<file path="config.mk">
export PLATFORM = sky130hd
export DESIGN_NAME = smlc_muting
export DESIGN_NICKNAME = d
export VERILOG_FILES = /design/src/core/smlc_pkg.sv /design/src/core/smlc_muting.sv /design/src/core/smlc_sync.sv
export SDC_FILE = /design/constraint.sdc
export NUM_CORES = 1
export LEC_CHECK = 0
export ABC_AREA = 1
export BUFFER_PORTS_ARGS = -buffer_cell sky130_fd_sc_hd__buf_2
export CAP_MARGIN = 25
export CORE_MARGIN = 2
export CORE_UTILIZATION = 40
export DETAILED_ROUTE_END_ITERATION = 6
export PLACE_DENSITY_LB_ADDON = 0.15
export SETUP_SLACK_MARGIN = 0.15
export SLEW_MARGIN = 20
export SYNTH_ARGS = -nofsm -noshare
export SYNTH_HDL_FRONTEND = slang
export SYNTH_SLANG_ARGS = --single-unit
</file>
<file path="constraint.sdc">
create_clock -name clock -period 7 [get_ports clock]
set_input_delay 2.1 -clock clock [delete_from_list [all_inputs] [get_ports clock]]
set_output_delay 2.1 -clock clock [all_outputs]
set_load 0.01 [all_outputs]
</file>
<file path="src/core/smlc_pkg.sv">
// Purpose: constants and types for the safety muting logic
// Assumes: 125 MHz clock, APB register access
// Notes: all timing figures derive from the 10 ms time step
//
// What this block does
// - Permit needs light incident and no discrepancy
// - Muting starts after all-off, ordered pair
// - Wrong sensor order raises sequence error
// - Late second sensor raises sync error
// - Sync time defaults to three seconds
// - Dark curtain before muting drops permit
// - Muting ends: under two, timeout, discrepancy
// - Muting end with dark curtain drops permit
// - Run entry with inputs off flags fault
// - Run-entry sequence error clears on muting start
// - Parallel mode: first pair sensor gates muting
// - Muting keeps permit despite obstructed curtain
// - Forward mode: entry pair starts, exit ends
// - Both-direction mode also starts on reverse pair
// - Both-direction mode ends per travel direction
// - Position mode: one sensor, no checks
// - Sync time 30 ms to 3 s, 10 ms
// - Max muting time 500 ms steps, zero unlimited
// - Sync errors only in both-direction mode
// - Errors clear on muting; run re-entry clears sync error, sets sequence error if dark
package smlc_pkg;
  // Timing base
  localparam int unsigned SMLC_CLOCK_HZ = 125_000_000;
  localparam int unsigned SMLC_TICK_MS = 10;
  localparam int unsigned SMLC_TICK_CYCLES =
    SMLC_CLOCK_HZ / 1000 * SMLC_TICK_MS;
  localparam int unsigned SMLC_MUTE_STEP_MS = 500;
  localparam logic [13:0] SMLC_MUTE_STEP_TICKS =
    14'(SMLC_MUTE_STEP_MS / SMLC_TICK_MS);
  localparam int unsigned SMLC_SYNC_MIN_MS = 30;
  localparam int unsigned SMLC_SYNC_MAX_MS = 3000;
  localparam int unsigned SMLC_SYNC_DEF_MS = 3000;
  localparam logic [8:0] SMLC_SYNC_MIN = 9'(SMLC_SYNC_MIN_MS / SMLC_TICK_MS);
  localparam logic [8:0] SMLC_SYNC_MAX = 9'(SMLC_SYNC_MAX_MS / SMLC_TICK_MS);
  localparam logic [8:0] SMLC_SYNC_RESET =
    9'(SMLC_SYNC_DEF_MS / SMLC_TICK_MS);
  localparam logic [7:0] SMLC_MAXMUTE_RESET = 8'h78; // 60 s
  // Register offsets
  localparam logic [7:0] SMLC_OFS_CTRL = 8'h00;
  localparam logic [7:0] SMLC_OFS_SYNC = 8'h04;
  localparam logic [7:0] SMLC_OFS_MAXMUTE = 8'h08;
  localparam logic [7:0] SMLC_OFS_STATUS = 8'h0C;
  // Control fields
  localparam int SMLC_CTRL_RUN = 0;
  localparam int SMLC_CTRL_MODE = 1;
  // Status fields
  localparam int SMLC_ST_PERMIT = 0;
  localparam int SMLC_ST_MUTE = 1;
  localparam int SMLC_ST_SEQERR = 2;
  localparam int SMLC_ST_SYNCERR = 3;
  localparam int SMLC_ST_FAULT = 4;
  localparam int SMLC_ST_LIGHT = 5;
  localparam int SMLC_ST_DISC = 6;
  localparam int SMLC_ST_REV = 7;
  localparam int SMLC_ST_SENS = 8;
  // Sensor bit positions
  localparam int SMLC_ENTRY1 = 0;
  localparam int SMLC_ENTRY2 = 1;
  localparam int SMLC_EXIT1 = 2;
  localparam int SMLC_EXIT2 = 3;
  localparam logic [1:0] SMLC_MODE_RESET = 2'h0;
  typedef enum logic [1:0] {
    SMLC_PARALLEL = 2'h0,
    SMLC_FORWARD = 2'h1,
    SMLC_BOTH = 2'h2,
    SMLC_POSITION = 2'h3
  } smlc_mode_t;
  typedef enum logic [4:0] {
    S_IDLE = 5'h01,
    S_ARM = 5'h02,
    S_READY = 5'h04,
    S_FIRST = 5'h08,
    S_MUTE = 5'h10
  } smlc_state_t;
endpackage

</file>
<file path="src/core/smlc_muting.sv">
// Purpose: muting sequencer with APB registers
// Assumes: sensor and curtain pins are asynchronous levels
// Notes: one tick per time step drives all timers
//
// Local design decisions: register access over APB and the register offsets.
`timescale 1ns/1ps
module smlc_muting
  import smlc_pkg::*;
#(
  parameter int unsigned TICK_CYCLES = SMLC_TICK_CYCLES
) (
  // Clock and reset
  input wire logic clock,
  input wire logic rst_b,
  // APB slave
  input wire logic psel,
  input wire logic penable,
  input wire logic pwrite,
  input wire logic [7:0] paddr,
  input wire logic [31:0] pwdata,
  output logic [31:0] prdata,
  output logic pready,
  output logic pslverr,
  // Field pins
  input wire logic lightCurtainInput,
  input wire logic discrepancyError,
  input wire logic entrySensorFirst,
  input wire logic entrySensorSecond,
  input wire logic exitSensorFirst,
  input wire logic exitSensorSecond,
  // Machine side
  output logic outputPermit,
  output logic mutingStatus,
  output logic sequenceError,
  output logic syncError,
  output logic faultPresent
);
  localparam int TICK_W = $clog2(TICK_CYCLES + 1);

  typedef struct packed {
    smlc_state_t state;
    logic permit;
    logic muteStatus;
    logic seqErr;
    logic syncErr;
    logic fault;
    logic revDir;
    logic runPrev;
    logic ctlRun;
    logic [1:0] mode;
    logic [8:0] syncSet;
    logic [7:0] maxSet;
    logic [3:0] sensPrev;
    logic [TICK_W-1:0] tickCnt;
    logic tick;
    logic [8:0] syncCnt;
    logic [13:0] muteCnt;
    logic [31:0] prdata;
  } smlc_regs_t;

  smlc_regs_t st;
  smlc_regs_t next_st;
  logic [5:0] pinSync;
  logic light;
  logic disc;
  logic [3:0] sens;
  logic [3:0] rise;
  logic [3:0] fall;
  logic runRise;
  logic bidir;
  logic syncExp;
  logic maxExp;
  logic goMute;
  logic endMute;
  logic [13:0] muteLimit;
  logic [3:0] firstBit;
  logic [3:0] secondBit;

  // Sensors on the number of interrupted beams
  function automatic logic [2:0] onCount(input logic [3:0] s);
    onCount = 3'(s[0]) + 3'(s[1]) + 3'(s[2]) + 3'(s[3]);
  endfunction

  function automatic logic isMapped(input logic [7:0] a);
    isMapped = (a == SMLC_OFS_CTRL) || (a == SMLC_OFS_SYNC) ||
      (a == SMLC_OFS_MAXMUTE) || (a == SMLC_OFS_STATUS);
  endfunction

  // Sensor whose release ends muting, by mode and direction
  function automatic int clearIdx(input logic [1:0] m, input logic rev);
    if (m == SMLC_PARALLEL) clearIdx = SMLC_ENTRY1;
    else if (m == SMLC_BOTH && rev) clearIdx = SMLC_ENTRY2;
    else clearIdx = SMLC_EXIT1;
  endfunction

  // Out-of-range sync settings are clamped rather than refused
  function automatic logic [8:0] clampSync(input logic [31:0] v);
    if (v < 32'(SMLC_SYNC_MIN)) clampSync = SMLC_SYNC_MIN;
    else if (v > 32'(SMLC_SYNC_MAX)) clampSync = SMLC_SYNC_MAX;
    else clampSync = v[8:0];
  endfunction

  // Pins cross into the clock domain
  smlc_sync #(
    .WIDTH(6)
  ) u_sync (
    .clock(clock),
    .rst_b(rst_b),
    .asyncIn({exitSensorSecond, exitSensorFirst, entrySensorSecond,
              entrySensorFirst, discrepancyError, lightCurtainInput}),
    .syncOut(pinSync)
  );

  assign light = pinSync[0];
  assign disc = pinSync[1];
  assign sens = pinSync[5:2];
  assign pready = 1'b1;
  assign pslverr = psel & penable & ~isMapped(paddr);
  assign prdata = st.prdata;
  assign outputPermit = st.permit;
  assign mutingStatus = st.muteStatus;
  assign sequenceError = st.seqErr;
  assign syncError = st.syncErr;
  assign faultPresent = st.fault;

  // Edge terms and timer limits
  assign rise = sens & ~st.sensPrev;
  assign fall = ~sens & st.sensPrev;
  assign runRise = st.ctlRun & ~st.runPrev;
  assign bidir = (st.mode == SMLC_BOTH);
  assign syncExp = (st.syncCnt >= st.syncSet);
  assign muteLimit = {6'h00, st.maxSet} * SMLC_MUTE_STEP_TICKS;
  assign maxExp = (st.maxSet != 8'h00) && (st.muteCnt >= muteLimit);
  assign firstBit = st.revDir ? 4'h8 : 4'h1;
  assign secondBit = st.revDir ? 4'h4 : 4'h2;

  // Next state: sequencer, flags, timers and register writes
  always_comb begin
    next_st = st;
    goMute = 1'b0;
    endMute = 1'b0;
    next_st.runPrev = st.ctlRun;
    next_st.sensPrev = sens;
    next_st.tick = 1'b0;
    // Time-step tick for all timers
    if (st.tickCnt == TICK_W'(TICK_CYCLES - 1)) begin
      next_st.tickCnt = '0;
      next_st.tick = 1'b1;
    end else begin
      next_st.tickCnt = st.tickCnt + 1'b1;
    end
    case (st.state)
      S_IDLE: begin
        if (st.ctlRun) next_st.state = S_ARM;
      end
      S_ARM: begin
        if (sens == 4'h0) next_st.state = S_READY;
      end
      S_READY: begin
        if (st.mode == SMLC_POSITION) begin
          if (sens[SMLC_ENTRY1] && st.permit) goMute = 1'b1;
        end else if (rise != 4'h0) begin
          if (!st.permit) begin
            next_st.state = S_ARM;
          end else if (rise == 4'h1) begin
            next_st.state = S_FIRST;
            next_st.revDir = 1'b0;
            next_st.syncCnt = 9'h000;
          end else if (bidir && rise == 4'h8) begin
            next_st.state = S_FIRST;
            next_st.revDir = 1'b1;
            next_st.syncCnt = 9'h000;
          end else begin
            next_st.seqErr = 1'b1;
            next_st.state = S_ARM;
          end
        end
      end
      S_FIRST: begin
        if (st.tick && !syncExp) next_st.syncCnt = st.syncCnt + 9'h001;
        if (!st.permit) begin
          next_st.state = S_ARM;
        end else if (rise == secondBit && sens == (firstBit | secondBit))
        begin
          goMute = 1'b1;
        end else if (rise != 4'h0 || (sens & firstBit) == 4'h0) begin
          next_st.seqErr = 1'b1;
          next_st.state = S_ARM;
        end else if (bidir && syncExp) begin
          next_st.syncErr = 1'b1;
          next_st.state = S_ARM;
        end
      end
      S_MUTE: begin
        if (st.tick && !maxExp) next_st.muteCnt = st.muteCnt + 14'h0001;
        if (st.mode == SMLC_POSITION) begin
          endMute = disc || maxExp || !sens[SMLC_ENTRY1];
        end else begin
          endMute = disc || maxExp || (onCount(sens) < 3'h2) ||
            fall[clearIdx(st.mode, st.revDir)];
        end
        if (endMute) next_st.state = S_ARM;
      end
      default: begin
        next_st.state = S_IDLE;
      end
    endcase
    // Entering muting clears the sequence and sync flags
    if (goMute) begin
      next_st.state = S_MUTE;
      next_st.seqErr = 1'b0;
      next_st.syncErr = 1'b0;
      next_st.muteCnt = 14'h0000;
    end
    // Fault follows discrepancy and clears with light
    if (disc) next_st.fault = 1'b1;
    else if (light) next_st.fault = 1'b0;
    // Run entry restarts the sequencer from all-off
    if (!st.ctlRun) begin
      next_st.state = S_IDLE;
    end else if (runRise) begin
      next_st.state = S_ARM;
      next_st.syncErr = 1'b0;
      next_st.seqErr = ~light;
      next_st.fault = ~light | disc;
    end
    next_st.muteStatus = (next_st.state == S_MUTE);
    // Muting holds the permit; otherwise it needs light
    next_st.permit = st.ctlRun &&
      ((light && !disc) || next_st.muteStatus);
    // Register writes take effect in the access phase
    if (psel && penable && pwrite) begin
      case (paddr)
        SMLC_OFS_CTRL: begin
          next_st.ctlRun = pwdata[SMLC_CTRL_RUN];
          next_st.mode = pwdata[SMLC_CTRL_MODE +: 2];
        end
        SMLC_OFS_SYNC: next_st.syncSet = clampSync(pwdata);
        SMLC_OFS_MAXMUTE: next_st.maxSet = pwdata[7:0];
        default: next_st.ctlRun = st.ctlRun;
      endcase
    end
    // Read data is captured in setup so access needs no wait
    if (psel && !penable) begin
      next_st.prdata = 32'h0000_0000;
      case (paddr)
        SMLC_OFS_CTRL: begin
          next_st.prdata[SMLC_CTRL_RUN] = st.ctlRun;
          next_st.prdata[SMLC_CTRL_MODE +: 2] = st.mode;
        end
        SMLC_OFS_SYNC: next_st.prdata[8:0] = st.syncSet;
        SMLC_OFS_MAXMUTE: next_st.prdata[7:0] = st.maxSet;
        SMLC_OFS_STATUS: begin
          next_st.prdata[SMLC_ST_PERMIT] = st.permit;
          next_st.prdata[SMLC_ST_MUTE] = st.muteStatus;
          next_st.prdata[SMLC_ST_SEQERR] = st.seqErr;
          next_st.prdata[SMLC_ST_SYNCERR] = st.syncErr;
          next_st.prdata[SMLC_ST_FAULT] = st.fault;
          next_st.prdata[SMLC_ST_LIGHT] = light;
          next_st.prdata[SMLC_ST_DISC] = disc;
          next_st.prdata[SMLC_ST_REV] = st.revDir;
          next_st.prdata[SMLC_ST_SENS +: 4] = sens;
        end
        default: next_st.prdata = 32'h0000_0000;
      endcase
    end
  end

  // State register with safe reset values
  always_ff @(posedge clock or negedge rst_b) begin
    if (!rst_b) begin
      st <= '0;
      st.state <= S_IDLE;
      st.mode <= SMLC_MODE_RESET;
      st.syncSet <= SMLC_SYNC_RESET;
      st.maxSet <= SMLC_MAXMUTE_RESET;
    end else begin
      st <= next_st;
    end
  end
endmodule // smlc_muting

</file>
<file path="src/core/smlc_sync.sv">
// Purpose: two-flop synchroniser for pin inputs
// Assumes: inputs are slow levels relative to the clock
// Notes: only the second stage leaves this module
`timescale 1ns/1ps
module smlc_sync #(
  parameter int WIDTH = 6
) (
  // Clock and reset
  input wire logic clock,
  input wire logic rst_b,
  // Levels
  input wire logic [WIDTH-1:0] asyncIn,
  output logic [WIDTH-1:0] syncOut
);
  logic [WIDTH-1:0] stage1;

  // Metastability filter
  always_ff @(posedge clock or negedge rst_b) begin
    if (!rst_b) begin
      stage1 <= '0;
      syncOut <= '0;
    end else begin
      stage1 <= asyncIn;
      syncOut <= stage1;
    end
  end
endmodule // smlc_sync

</file>
Word level (Yosys, flattened, before mapping) --
Index checks and enable logic that the tools add are counted.
Cells by class: reductions and logical operators 43, $lt $le $gt $ge 6, add/sub/neg operators 6, bitwise operators 14, multipliers 1, eq/ne operators 21, multiplexer cells 68
Operators by type and width (count):
- 2-to-1 mux 9 bit | 8
- 2-to-1 mux 5 bit | 13
- 2-to-1 mux 32 bit | 2
- 2-to-1 mux 14 bit | 3
- > comparator 32 x 9 -> 1 bit, second input constant | 1
- < comparator 32 x 2 -> 1 bit, second input constant | 1
- < comparator 32 x 4 -> 1 bit, second input constant | 1
- one-hot mux 5 bit (5 select lines) | 1
- 2-to-1 mux 1 bit | 22
- adder 21 x 1 -> 21 bit, second input constant | 1
- equality test 21 bit, second input constant | 1
- 2-to-1 mux 21 bit | 1
- one-hot mux 9 bit (2 select lines) | 1
- equality test 8 x 4 -> 1 bit, second input constant | 2
- one-hot mux 5 bit (3 select lines) | 1
- adder 14 x 1 -> 14 bit, second input constant | 1
- >= comparator 14 bit | 1
- logical AND 1 bit | 13
- multiplier 8 x 5 -> 13 bit, second input constant | 1
- AND 4 bit | 3
- 2-to-1 mux 3 bit | 4
- one-hot mux 3 bit (4 select lines) | 1
- equality test 5 bit, second input constant | 2
- 2-to-1 mux 2 bit | 5
- 37 further kinds | 69
Word-level totals: flip-flop bits (word level) 105, bits of input ports 51, output and inout bits 39

Longest topological paths before layout --
Gate-level depths: netlist (run 1).
depth in word-level cells 20, depth in mapped cells 30, mapped depth without buffers 30

By module --
A second synthesis (run 1) with hierarchy kept.
Unflattened totals: cell total of the unflattened synthesis 906, area total of the unflattened synthesis 7029.2 um2
By module, submodules not included:
- smlc_muting | area each 6729.0 um2, times used 1, cells an instance 894
- smlc_sync | area each 300.3 um2, times used 1, cells an instance 12

Worst setup path before layout (run 1) --
OpenSTA, ideal clock, no wires.
path kind input-to-output, from input paddr[1], to output pslverr, stages 5, arrival time 2892 ps, path slack 2008 ps, data required time 4900 ps, path through or2_1 nor2_1 nand3_1 inv_1 nor3_1
Between the ends: cells in the longest elaborated chain, start to end 6, elaborated cells on any way between the ends 9, classes of those cells eq/ne: 3; bitwise: 2; reduce/logical: 4
RTL lines:
- start: declaration | RTL line smlc_muting.sv:19 | input wire logic [7:0] paddr,
- equality test 8 x 3 -> 1 bit or logical NOT 8 bit (tied branches) | RTL line smlc_muting.sv:85 | isMapped = (a == SMLC_OFS_CTRL) || (a == SMLC_OFS_SYNC) ||
- logical OR 1 bit (2 in series) | RTL line smlc_muting.sv:85
- logical OR 1 bit * | RTL line smlc_muting.sv:86 | (a == SMLC_OFS_MAXMUTE) || (a == SMLC_OFS_STATUS);
- inverter 1 bit * | RTL line smlc_muting.sv:118 | assign pslverr = psel & penable & ~isMapped(paddr);
- AND 1 bit * | RTL line smlc_muting.sv:118
- end: declaration | RTL line smlc_muting.sv:23 | output logic pslverr,
Every way passes the cells marked *; elsewhere a longest branch is shown, timed or not.

Worst setup path after layout (run 1) --
Same ends and word-level chain as after synthesis.

==> metrics, run 1 <==
measured slew at the worst slew-check pin 0.861 ns; layout net count 1083; site row count 48; met3 track demand over resource in global routing 3.80%; pwr/cell area 164 nW/um2; average wire per standard cell 13.8 um; GR Layer Usage met1 26.9%; Async SR Flop Fraction 100%; dominant cell type by area after synthesis sky130_fd_sc_hd__dfrtp_1; Final Routed Wirelength 16500 um; startpoint type of the worst setup path input port; die outline width 136 um; pin count of the biggest net entering global routing 62; netlist area before placement 6990 um2; count of pins over their slew limit 0; most frequently used flop master after synthesis sky130_fd_sc_hd__dfrtp_1; number of top-level design ports 90; Post-Syn Instances 911; # diodes 0; register clock-pin slew on the reported worst setup and hold paths 0.07 ns; Final Cycle Share 77.4%; Worst EP required 4.90 ns; Max Clk Rate 185 MHz; Yosys warning count 0; Mapped Avg Cell Area 7.67 um2; post-DP HPWL 13000 um; clock tree from TritonCTS yes; via density per instance 4.86; number of maximum-capacitance constraint violations 0; post-detailed-route DRC marker count 0; most used cell, CP sky130_fd_sc_hd__buf_2; total clock sinks 105; Crit path arrival time 3.32 ns; Critical Path, Cell by Cell buf_2 -> or2_1 -> nor2_1 -> nand3_1 -> inv_1 -> nor3_1 -> buf_2; Post-CTS Hold Fix Bufs 0; critical path's top delay family simple AND/OR/NAND/NOR gates; number of antenna-violating nets in the routed design 0; count of flip-flops with a built-in enable after synthesis 0; Area growth syn-to-layout 10.3%; category of the most critical setup path in2out; headroom to the max-slew limit 42.1%; number of antenna violations at the first check in global routing 2; GP Congestion 0.907; worst vdd rail ir drop 0.128 mV; max incr delay on CP 0.30 ns; top-area cell type share of the netlist area 34.4%; Crit. End Element primary output; time the final worst path needs with I/O delays and setup 5.42 ns; setup repair after global routing missed its margin no; Final Hold Slack 0.350 ns; number of global-route vias before repair 5482; post-layout util 44.9%; first drt pass iteration count 5; area of the die 18500 um2; Vert. Die Dim 136 um; fill cell instance count of the final layout 1791; share of cells above drive strength 1 11.3%; flip-flop and latch count after synthesis 105; number of buffer cells added on primary ports 68; number of distinct library cell variants in the gate-level netlist after synthesis 45; cts repair resizes 0; total setup violations reported at the end of the flow 0; Setup TNS 0 ns; initial core utilization 40.7%; H-Tree Level Count 3; Overflow after GRT 0; biggest area contributors in the synthesized netlist sky130_fd_sc_hd__dfrtp_1 (34%), sky130_fd_sc_hd__nand2_1 (11%), sky130_fd_sc_hd__ha_1 (11%); Leak Pwr 4.09 nW; clock root buffer master sky130_fd_sc_hd__clkbuf_16; maximum buffer depth of the clock tree 2; final worst clock skew 0.00853 ns; Power Total 1.26 mW; share of the yosys chip area belonging to registers 37.8%; run status complete, no violations; number of post-CTS setup repair buffers 0; class of the tightest hold or removal check reg2reg; Starting DRT DRC Count 372; Vias 5826; global-route total usage across every layer 19.1%; CP Buf/Inv Count 3; first-pass GRT wire length 27600 um; Max FO, Critical Path 9; internal reg-to-reg setup slack 2.23 ns; Worst-Skew Late Latency 0.36 ns; Core ar. 17200 um2; number of failing hold endpoints at the final stage 0; critical-path cell with the highest stage delay sky130_fd_sc_hd__nand3_1; number of buffers created by CTS 9; most congested layer reported by global routing met2; grt met2 use 29.5%
registers in the layout, summed over array words and instances, names as in the netlist:
name            count
syncError           1
st                 75
u_sync.stage1       6
sequenceError       1
outputPermit        1
u_sync.syncOut      6
next_st             1
faultPresent        1
prdata             12
mutingStatus        1
worst paths after layout:
path / startpoint / endpoint / depth (start not counted)
worst min-delay path: u_sync.stage1[3] / u_sync.syncOut[3] / 0
min in group asynchronous: rst_b / st[60] / 1
worst max-delay path: paddr[1] / pslverr / 7
max in group asynchronous: rst_b / u_sync.syncOut[4] / 2
worst min register to register: u_sync.stage1[3] / u_sync.syncOut[3] / 0
worst max register to register: st[84] / st[44] / 26
stage by stage:
stage	worst slack [ns]	cells	area [um2]
6_report	1.58	1199	7710
5_1_grt	1.46	1199	7710
4_1_cts	1.58	1199	7710
3_5_place_dp	1.58	1183	7400
3_3_place_gp	1.63	1183	7400
2_1_floorplan	2.01	930	7060
per-layer routing:
layer | part of all wire, % | up-vias | wire [um]
met5 | 0.079 | - | 13
met4 | 1.2 | 2 | 199
met3 | 5.3 | 16 | 883
met2 | 44 | 121 | 7260
met1 | 49 | 2676 | 8180
li1 | - | 3011 | -
Yosys cell counts (4+ instances only):
cell and number:
sky130_fd_sc_hd__ha_1 59, sky130_fd_sc_hd__o21ai_0 48, sky130_fd_sc_hd__nand2_1 200, sky130_fd_sc_hd__nor3_1 26, sky130_fd_sc_hd__buf_4 34, sky130_fd_sc_hd__nor4_1 8, sky130_fd_sc_hd__fa_1 4, sky130_fd_sc_hd__nand3_1 51
sky130_fd_sc_hd__xnor2_1 10, sky130_fd_sc_hd__o22ai_1 9, sky130_fd_sc_hd__nand4_1 28, sky130_fd_sc_hd__dfstp_2 9, sky130_fd_sc_hd__xor2_1 19, sky130_fd_sc_hd__dfrtp_1 96, sky130_fd_sc_hd__nor2_1 92, sky130_fd_sc_hd__o31ai_1 4
sky130_fd_sc_hd__a21oi_1 36, sky130_fd_sc_hd__inv_1 141
area by class of cell:
class                   instances  area (um2)  area share (%)
multi-input cells             639        3580            46.4
repair buffers                 69         350            4.54
flip-flops and latches        105        2640            34.2
inverters                     145         551            7.14
clock buffers                  10         239            3.10
clock inverters                 6        73.8           0.957
well taps                     225         282            3.65
logic make-up after synthesis:
group / count (synthesis) / share of synthesized area (%)
XOR/XNOR: 29 / 3.63
other: 2 / 0.107
adder cells (fa/ha/maj): 63 / 11.7
AND/OR/NAND/NOR: 419 / 26.2
flip-flops: 105 / 37.8
AO/OA/AOI/OAI: 107 / 8.52
buffers and inverters: 186 / 12.1
cell usage in the layout (no fill, tap or decap), types with 3 or more instances in the layout:
cell type and instances:
sky130_fd_sc_hd__nand4_1 28, sky130_fd_sc_hd__conb_1 21, sky130_fd_sc_hd__xnor2_1 10, sky130_fd_sc_hd__buf_2 67
sky130_fd_sc_hd__fa_1 4, sky130_fd_sc_hd__nand3_1 51, sky130_fd_sc_hd__inv_1 141, sky130_fd_sc_hd__nor2_1 92
sky130_fd_sc_hd__dfrtp_1 96, sky130_fd_sc_hd__ha_1 59, sky130_fd_sc_hd__xor2_1 19, sky130_fd_sc_hd__clkbuf_16 9
sky130_fd_sc_hd__a21oi_1 36, sky130_fd_sc_hd__dfstp_2 9, sky130_fd_sc_hd__nor4_1 8, sky130_fd_sc_hd__or2_2 3
sky130_fd_sc_hd__o22ai_1 9, sky130_fd_sc_hd__nand2_1 200, sky130_fd_sc_hd__nor3_1 26, sky130_fd_sc_hd__nand3_2 3
sky130_fd_sc_hd__o31ai_1 4, sky130_fd_sc_hd__o21ai_0 48
report_power, final:
group          total [mW]  internal [mW]  switching, mW  leakage, nW
clock network       0.540          0.293          0.247        0.153
logic              0.0965         0.0339         0.0626         2.58
registers           0.626          0.617        0.00917         1.35
total                1.26          0.944          0.318         4.09
(Power assumes the default switching activity.)
==> run 2, diff against run 1 <==
==> constraint.sdc (replaced) <==
create_clock -name clock -period 5 [get_ports clock]
set_input_delay 1.5 -clock clock [delete_from_list [all_inputs] [get_ports clock]]
set_output_delay 1.5 -clock clock [all_outputs]
set_load 0.01 [all_outputs]
==> metrics, run 2 (synthesis results as in run 1) <==
Crit. End Element flop; GP Congestion 0.880; count of pins over their slew limit 0; share of cells above drive strength 1 11.8%; Worst-Skew Late Latency 0.36 ns; Power Total 1.84 mW; Setup TNS 0 ns; Area growth syn-to-layout 11.4%; setup repair after global routing missed its margin no; Final Routed Wirelength 16600 um; first drt pass iteration count 5; pin count of the biggest net entering global routing 60; final worst clock skew 0.00879 ns; number of antenna-violating nets in the routed design 0; number of buffers created by CTS 9; internal reg-to-reg setup slack 0.56 ns; number of global-route vias before repair 5539; Leak Pwr 4.11 nW; post-DP HPWL 13200 um; Vias 5821; initial core utilization 40.7%; count of non-filler cells in the finished layout 1203; origin of the critical flop-to-flop path st[84]; source of the worst hold timing path u_sync.stage1[5]; maximum buffer depth of the clock tree 2; capture point of the worst reg-to-reg path st[39]; post-layout instance area 7780 um2; Core ar. 17200 um2; clock root buffer master sky130_fd_sc_hd__clkbuf_16; headroom to the max-slew limit 47.9%; first-pass GRT wire length 27400 um; category of the most critical setup path reg2reg; register containing the most flip-flops in the final layout st; register clock-pin slew on the reported worst setup and hold paths 0.07 ns; number of failing hold endpoints at the final stage 0; layout net count 1087; post-detailed-route DRC marker count 0; die outline width 136 um; time the final worst path needs with I/O delays and setup 4.44 ns; startpoint type of the worst setup path flop; number of top-level design ports 90; number of buffer cells added on primary ports 68; number of antenna violations at the first check in global routing 0; Post-CTS Hold Fix Bufs 0; measured slew at the worst slew-check pin 0.782 ns; Starting DRT DRC Count 249; worst hold stages 0; most frequent cells in the layout sky130_fd_sc_hd__nand2_1 (200), sky130_fd_sc_hd__inv_1 (141), sky130_fd_sc_hd__dfrtp_1 (96); pwr/cell area 236 nW/um2; number of placed instances with taps included 1186; total clock sinks 105; leading cell type in the layout, fill and taps excluded sky130_fd_sc_hd__nand2_1; Vert. Die Dim 136 um; Max Clk Rate 225 MHz; average wire per standard cell 13.8 um; max reg flops 75; global-route total usage across every layer 18.8%; total placed instance area 7420 um2; Hold EP u_sync.syncOut[5]; Final Cycle Share 88.8%; clock tree from TritonCTS yes; run status complete, no violations; number of cells traversed by the worst register-to-register path 26; Worst EP required 5.30 ns; fill cell instance count of the final layout 1792; site row count 48; Crit path arrival time 4.74 ns; Overflow after GRT 0; worst vdd rail ir drop 0.208 mV; H-Tree Level Count 3; class of the tightest hold or removal check reg2reg; # diodes 0; number of maximum-capacitance constraint violations 0; area of the die 18500 um2; total setup violations reported at the end of the flow 0; Max FO, Critical Path 8; via density per instance 4.84
-- run 2: cell types whose count changed in the layout (fill, tap and decap cells not counted), sizes merged --
cell    change
clkbuf      +1
buf         +3
bufinv      +2
inv         -2
-- run 2: through the flow --
step	hold WS [ns]	util (%)	worst slack [ns]
global placement	0.333	43.2	0.499
detailed placement	0.335	43.2	0.414
CTS	0.352	45.2	0.423
finish	0.348	45.3	0.559
floorplan	0.331	-	0.817
global route	0.355	45.3	0.183
-- run 2: worst max-delay path by stage --
stage               startpoint  endpoint  slack [ns]  cells after the start
finish                  st[84]    st[39]        0.56                     26
global placement        st[84]    st[44]        0.50                     26
floorplan               st[84]    st[44]        0.82                     26
global route            st[84]    st[44]        0.18                     26
detailed placement      st[84]    st[44]        0.41                     26
CTS                     st[84]    st[44]        0.42                     26
-- run 2: critical path, stage by stage (launching register included) --
cell and delay [ns]:
sky130_fd_sc_hd__dfstp_2 0.58, sky130_fd_sc_hd__inv_1 0.08, sky130_fd_sc_hd__ha_1 0.29, sky130_fd_sc_hd__ha_1 0.31, sky130_fd_sc_hd__fa_1 0.46, sky130_fd_sc_hd__ha_1 0.36
sky130_fd_sc_hd__nand2_1 0.07, sky130_fd_sc_hd__o21ai_1 0.18, sky130_fd_sc_hd__nand2_1 0.08, sky130_fd_sc_hd__nand2_1 0.06, sky130_fd_sc_hd__a21oi_1 0.07, sky130_fd_sc_hd__o21ai_0 0.15
sky130_fd_sc_hd__nand2_1 0.08, sky130_fd_sc_hd__nand3b_1 0.08, sky130_fd_sc_hd__nand2_1 0.06, sky130_fd_sc_hd__ha_1 0.28, sky130_fd_sc_hd__nand2_1 0.10, sky130_fd_sc_hd__inv_1 0.05
sky130_fd_sc_hd__nand2_1 0.06, sky130_fd_sc_hd__nand2_1 0.04, sky130_fd_sc_hd__a21oi_1 0.12, sky130_fd_sc_hd__nand3_1 0.09, sky130_fd_sc_hd__nand2_1 0.13, sky130_fd_sc_hd__nand3_4 0.15
sky130_fd_sc_hd__inv_1 0.26, sky130_fd_sc_hd__nand4_1 0.13, sky130_fd_sc_hd__nand2_1 0.07
-- run 2: cell type report --
type / instances / area (um2) / area share [%]
Clock inverter: 6 / 115 / 1.48
Clock buffer: 10 / 229 / 2.94
Multi-Input combinational cell: 639 / 3590 / 46.1
Inverter: 145 / 551 / 7.07
Timing Repair Buffer: 73 / 378 / 4.85
Tap cell: 225 / 282 / 3.62
Sequential cell: 105 / 2640 / 33.9
-- run 2: routing by layer --
layer / GRT usage (%) / up-vias / wire [um]
met1: 26.0 / 2691 / 8250
met3: 4.40 / 15 / 739
met2: 29.9 / 101 / 7420
met4: 4.22 / 0 / 201
met5: 0 / - / 0
li1: - / 3014 / -
-- run 2: what timing repair did --
action                                  4_1_cts  5_1_grt
gates resized for setup                       0        4
buffers inserted                              0        0
endpoints found under the setup margin        0        8
-- run 2: where the power goes --
| part | leakage (nW) | switching, mW | internal, mW | total [mW] |
|---|---|---|---|---|
| Sequential | 1.35 | 0.0123 | 0.864 | 0.876 |
| Clock | 0.163 | 0.330 | 0.493 | 0.822 |
| Combinational | 2.60 | 0.0885 | 0.0483 | 0.137 |
==> run 3, diff against run 2 <==
--- a/config.mk
+++ b/config.mk
@@ -8,6 +8,7 @@
 export ABC_AREA = 1
 export BUFFER_PORTS_ARGS = -buffer_cell sky130_fd_sc_hd__buf_2
 export CAP_MARGIN = 25
+export CORE_ASPECT_RATIO = 0.9
 export CORE_MARGIN = 2
 export CORE_UTILIZATION = 40
 export DETAILED_ROUTE_END_ITERATION = 6
==> constraint.sdc (replaced) <==
create_clock -name clock -period 4.22 [get_ports clock]
set_input_delay 1.266 -clock clock [delete_from_list [all_inputs] [get_ports clock]]
set_output_delay 1.266 -clock clock [all_outputs]
set_load 0.01 [all_outputs]
==> metrics, run 3 (synthesis results as in run 1) <==
final worst clock skew 0.0103 ns; first-pass GRT wire length 28400 um; Vias 6121; storage element area 2640 um2; number of global-route vias before repair 5626; Power Total 2.03 mW; number of antenna violations at the first check in global routing 0; Final Routed Wirelength 17500 um; worst vdd rail ir drop 0.241 mV; startpoint type of the worst setup path flop; clock root buffer master sky130_fd_sc_hd__clkbuf_16; initial core utilization 41.1%; post-DP HPWL 13200 um; internal reg-to-reg setup slack 0.04 ns; area of combinational cells with multiple inputs 3840 um2; pin count of the biggest net entering global routing 47; number of maximum-capacitance constraint violations 0; clock tree from TritonCTS yes; share of cells above drive strength 1 19.8%; worst hold stages 0; leading cell type in the layout, fill and taps excluded sky130_fd_sc_hd__nand2_1; Max Clk Rate 239 MHz; setup repair after global routing missed its margin yes; number of failing hold endpoints at the final stage 0; site row count 45; maximum buffer depth of the clock tree 2; register containing the most flip-flops in the final layout st; count of non-filler cells in the finished layout 1255; # diodes 0; fill cell instance count of the final layout 1677; source of the worst hold timing path u_sync.stage1[5]; total setup violations reported at the end of the flow 0; time the final worst path needs with I/O delays and setup 4.18 ns; via density per instance 4.88; number of buffers created by CTS 9; Setup TNS 0 ns; Hold EP u_sync.syncOut[5]; run status complete, no violations; number of buffer cells added on primary ports 68; GP Congestion 0.844; headroom to the max-slew limit 31.3%; number of top-level design ports 90; Final Cycle Share 99.1%; critical-path cell with the highest stage delay sky130_fd_sc_hd__dfstp_2; capture point of the worst reg-to-reg path prdata[3]; Worst EP required 4.50 ns; most used cell, CP sky130_fd_sc_hd__buf_4; global-route total usage across every layer 19.5%; H-Tree Level Count 3; layout net count 1129; max reg flops 75; count of pins over their slew limit 0; register clock-pin slew on the reported worst setup and hold paths 0.07 ns; first drt pass iteration count 4; Max FO, Critical Path 4; number of placed instances with taps included 1210; area of the die 18500 um2; total clock sinks 105; measured slew at the worst slew-check pin 1.02 ns; die outline width 143 um; number of cells traversed by the worst register-to-register path 30; Core ar. 17000 um2; Starting DRT DRC Count 291; post-layout util 48.8%; Crit path arrival time 4.46 ns; Worst-Skew Late Latency 0.36 ns; Crit. End Element flop; number of antenna-violating nets in the routed design 0; average wire per standard cell 14.0 um; post-detailed-route DRC marker count 0; origin of the critical flop-to-flop path st[84]; pwr/cell area 245 nW/um2; max incr delay on CP 0.60 ns; Area growth syn-to-layout 18.6%; Leak Pwr 4.30 nW; Vert. Die Dim 129 um; Overflow after GRT 0; category of the most critical setup path reg2reg; most frequent cells in the layout sky130_fd_sc_hd__nand2_1 (184), sky130_fd_sc_hd__inv_1 (136), sky130_fd_sc_hd__dfrtp_1 (96); class of the tightest hold or removal check reg2reg
-- run 3: layout make-up --
| class | instances | area share, % |
|---|---|---|
| multi-input combinational | 641 | 46.3 |
| inverter | 145 | 6.73 |
| timing repair buffer | 113 | 8.34 |
| tap | 235 | 3.55 |
| clock buffer | 10 | 2.76 |
| sequential | 105 | 31.8 |
| clock inverter | 6 | 0.513 |
-- run 3: power by group --
group	internal [mW]	total (mW)	switching, mW	leakage, nW
combinational	0.0738	0.189	0.115	2.82
sequential	1.02	1.04	0.0151	1.35
clock	0.403	0.801	0.398	0.129
-- run 3: repair_timing --
| action | CTS | global route |
|---|---|---|
| gates cloned | 2 | 0 |
| buffers inserted | 26 | 1 |
| resized for setup | 19 | 45 |
| pin swaps | 16 | 28 |
| setup endpoints to repair | 18 | 19 |
| hold buffers | 0 | 0 |
-- run 3: worst max-delay path by stage --
| stage | startpoint | endpoint | slack (ns) | cells after the start |
|---|---|---|---|---|
| after CTS | st[84] | st[39] | 0.14 | 27 |
| final | st[84] | prdata[3] | 0.04 | 30 |
| after global routing | st[84] | st[35] | -0.11 | 26 |
| after detailed placement | st[84] | st[44] | -0.10 | 26 |
| after global placement | st[84] | st[44] | -0.04 | 26 |
| after floorplan | st[84] | st[44] | 0.15 | 26 |
-- run 3: through the flow --
step,area (um2),hold slack (ns),setup slack [ns]
final,8290,0.351,0.0400
after CTS,8130,0.354,0.139
after global routing,8290,0.356,-0.106
after detailed placement,7560,0.336,-0.101
after global placement,7560,0.332,-0.0449
after floorplan,7080,0.331,0.155
-- run 3: critical path: cells and delay by family (launching register included) --
kind	cells	cell delay, ns
buffers and inverters	27	3.21
flip-flops	1	0.60
AO/OA/AOI/OAI	3	0.31
-- run 3: routing by layer --
metal  vias up  part of all wire (%)  track usage, %
met5         -                     0               0
met1      2831                    49            28.2
li1       3107                     -               -
met2       166                    44            30.5
met3        17                   5.9            3.84
met4         0                   1.3            4.56
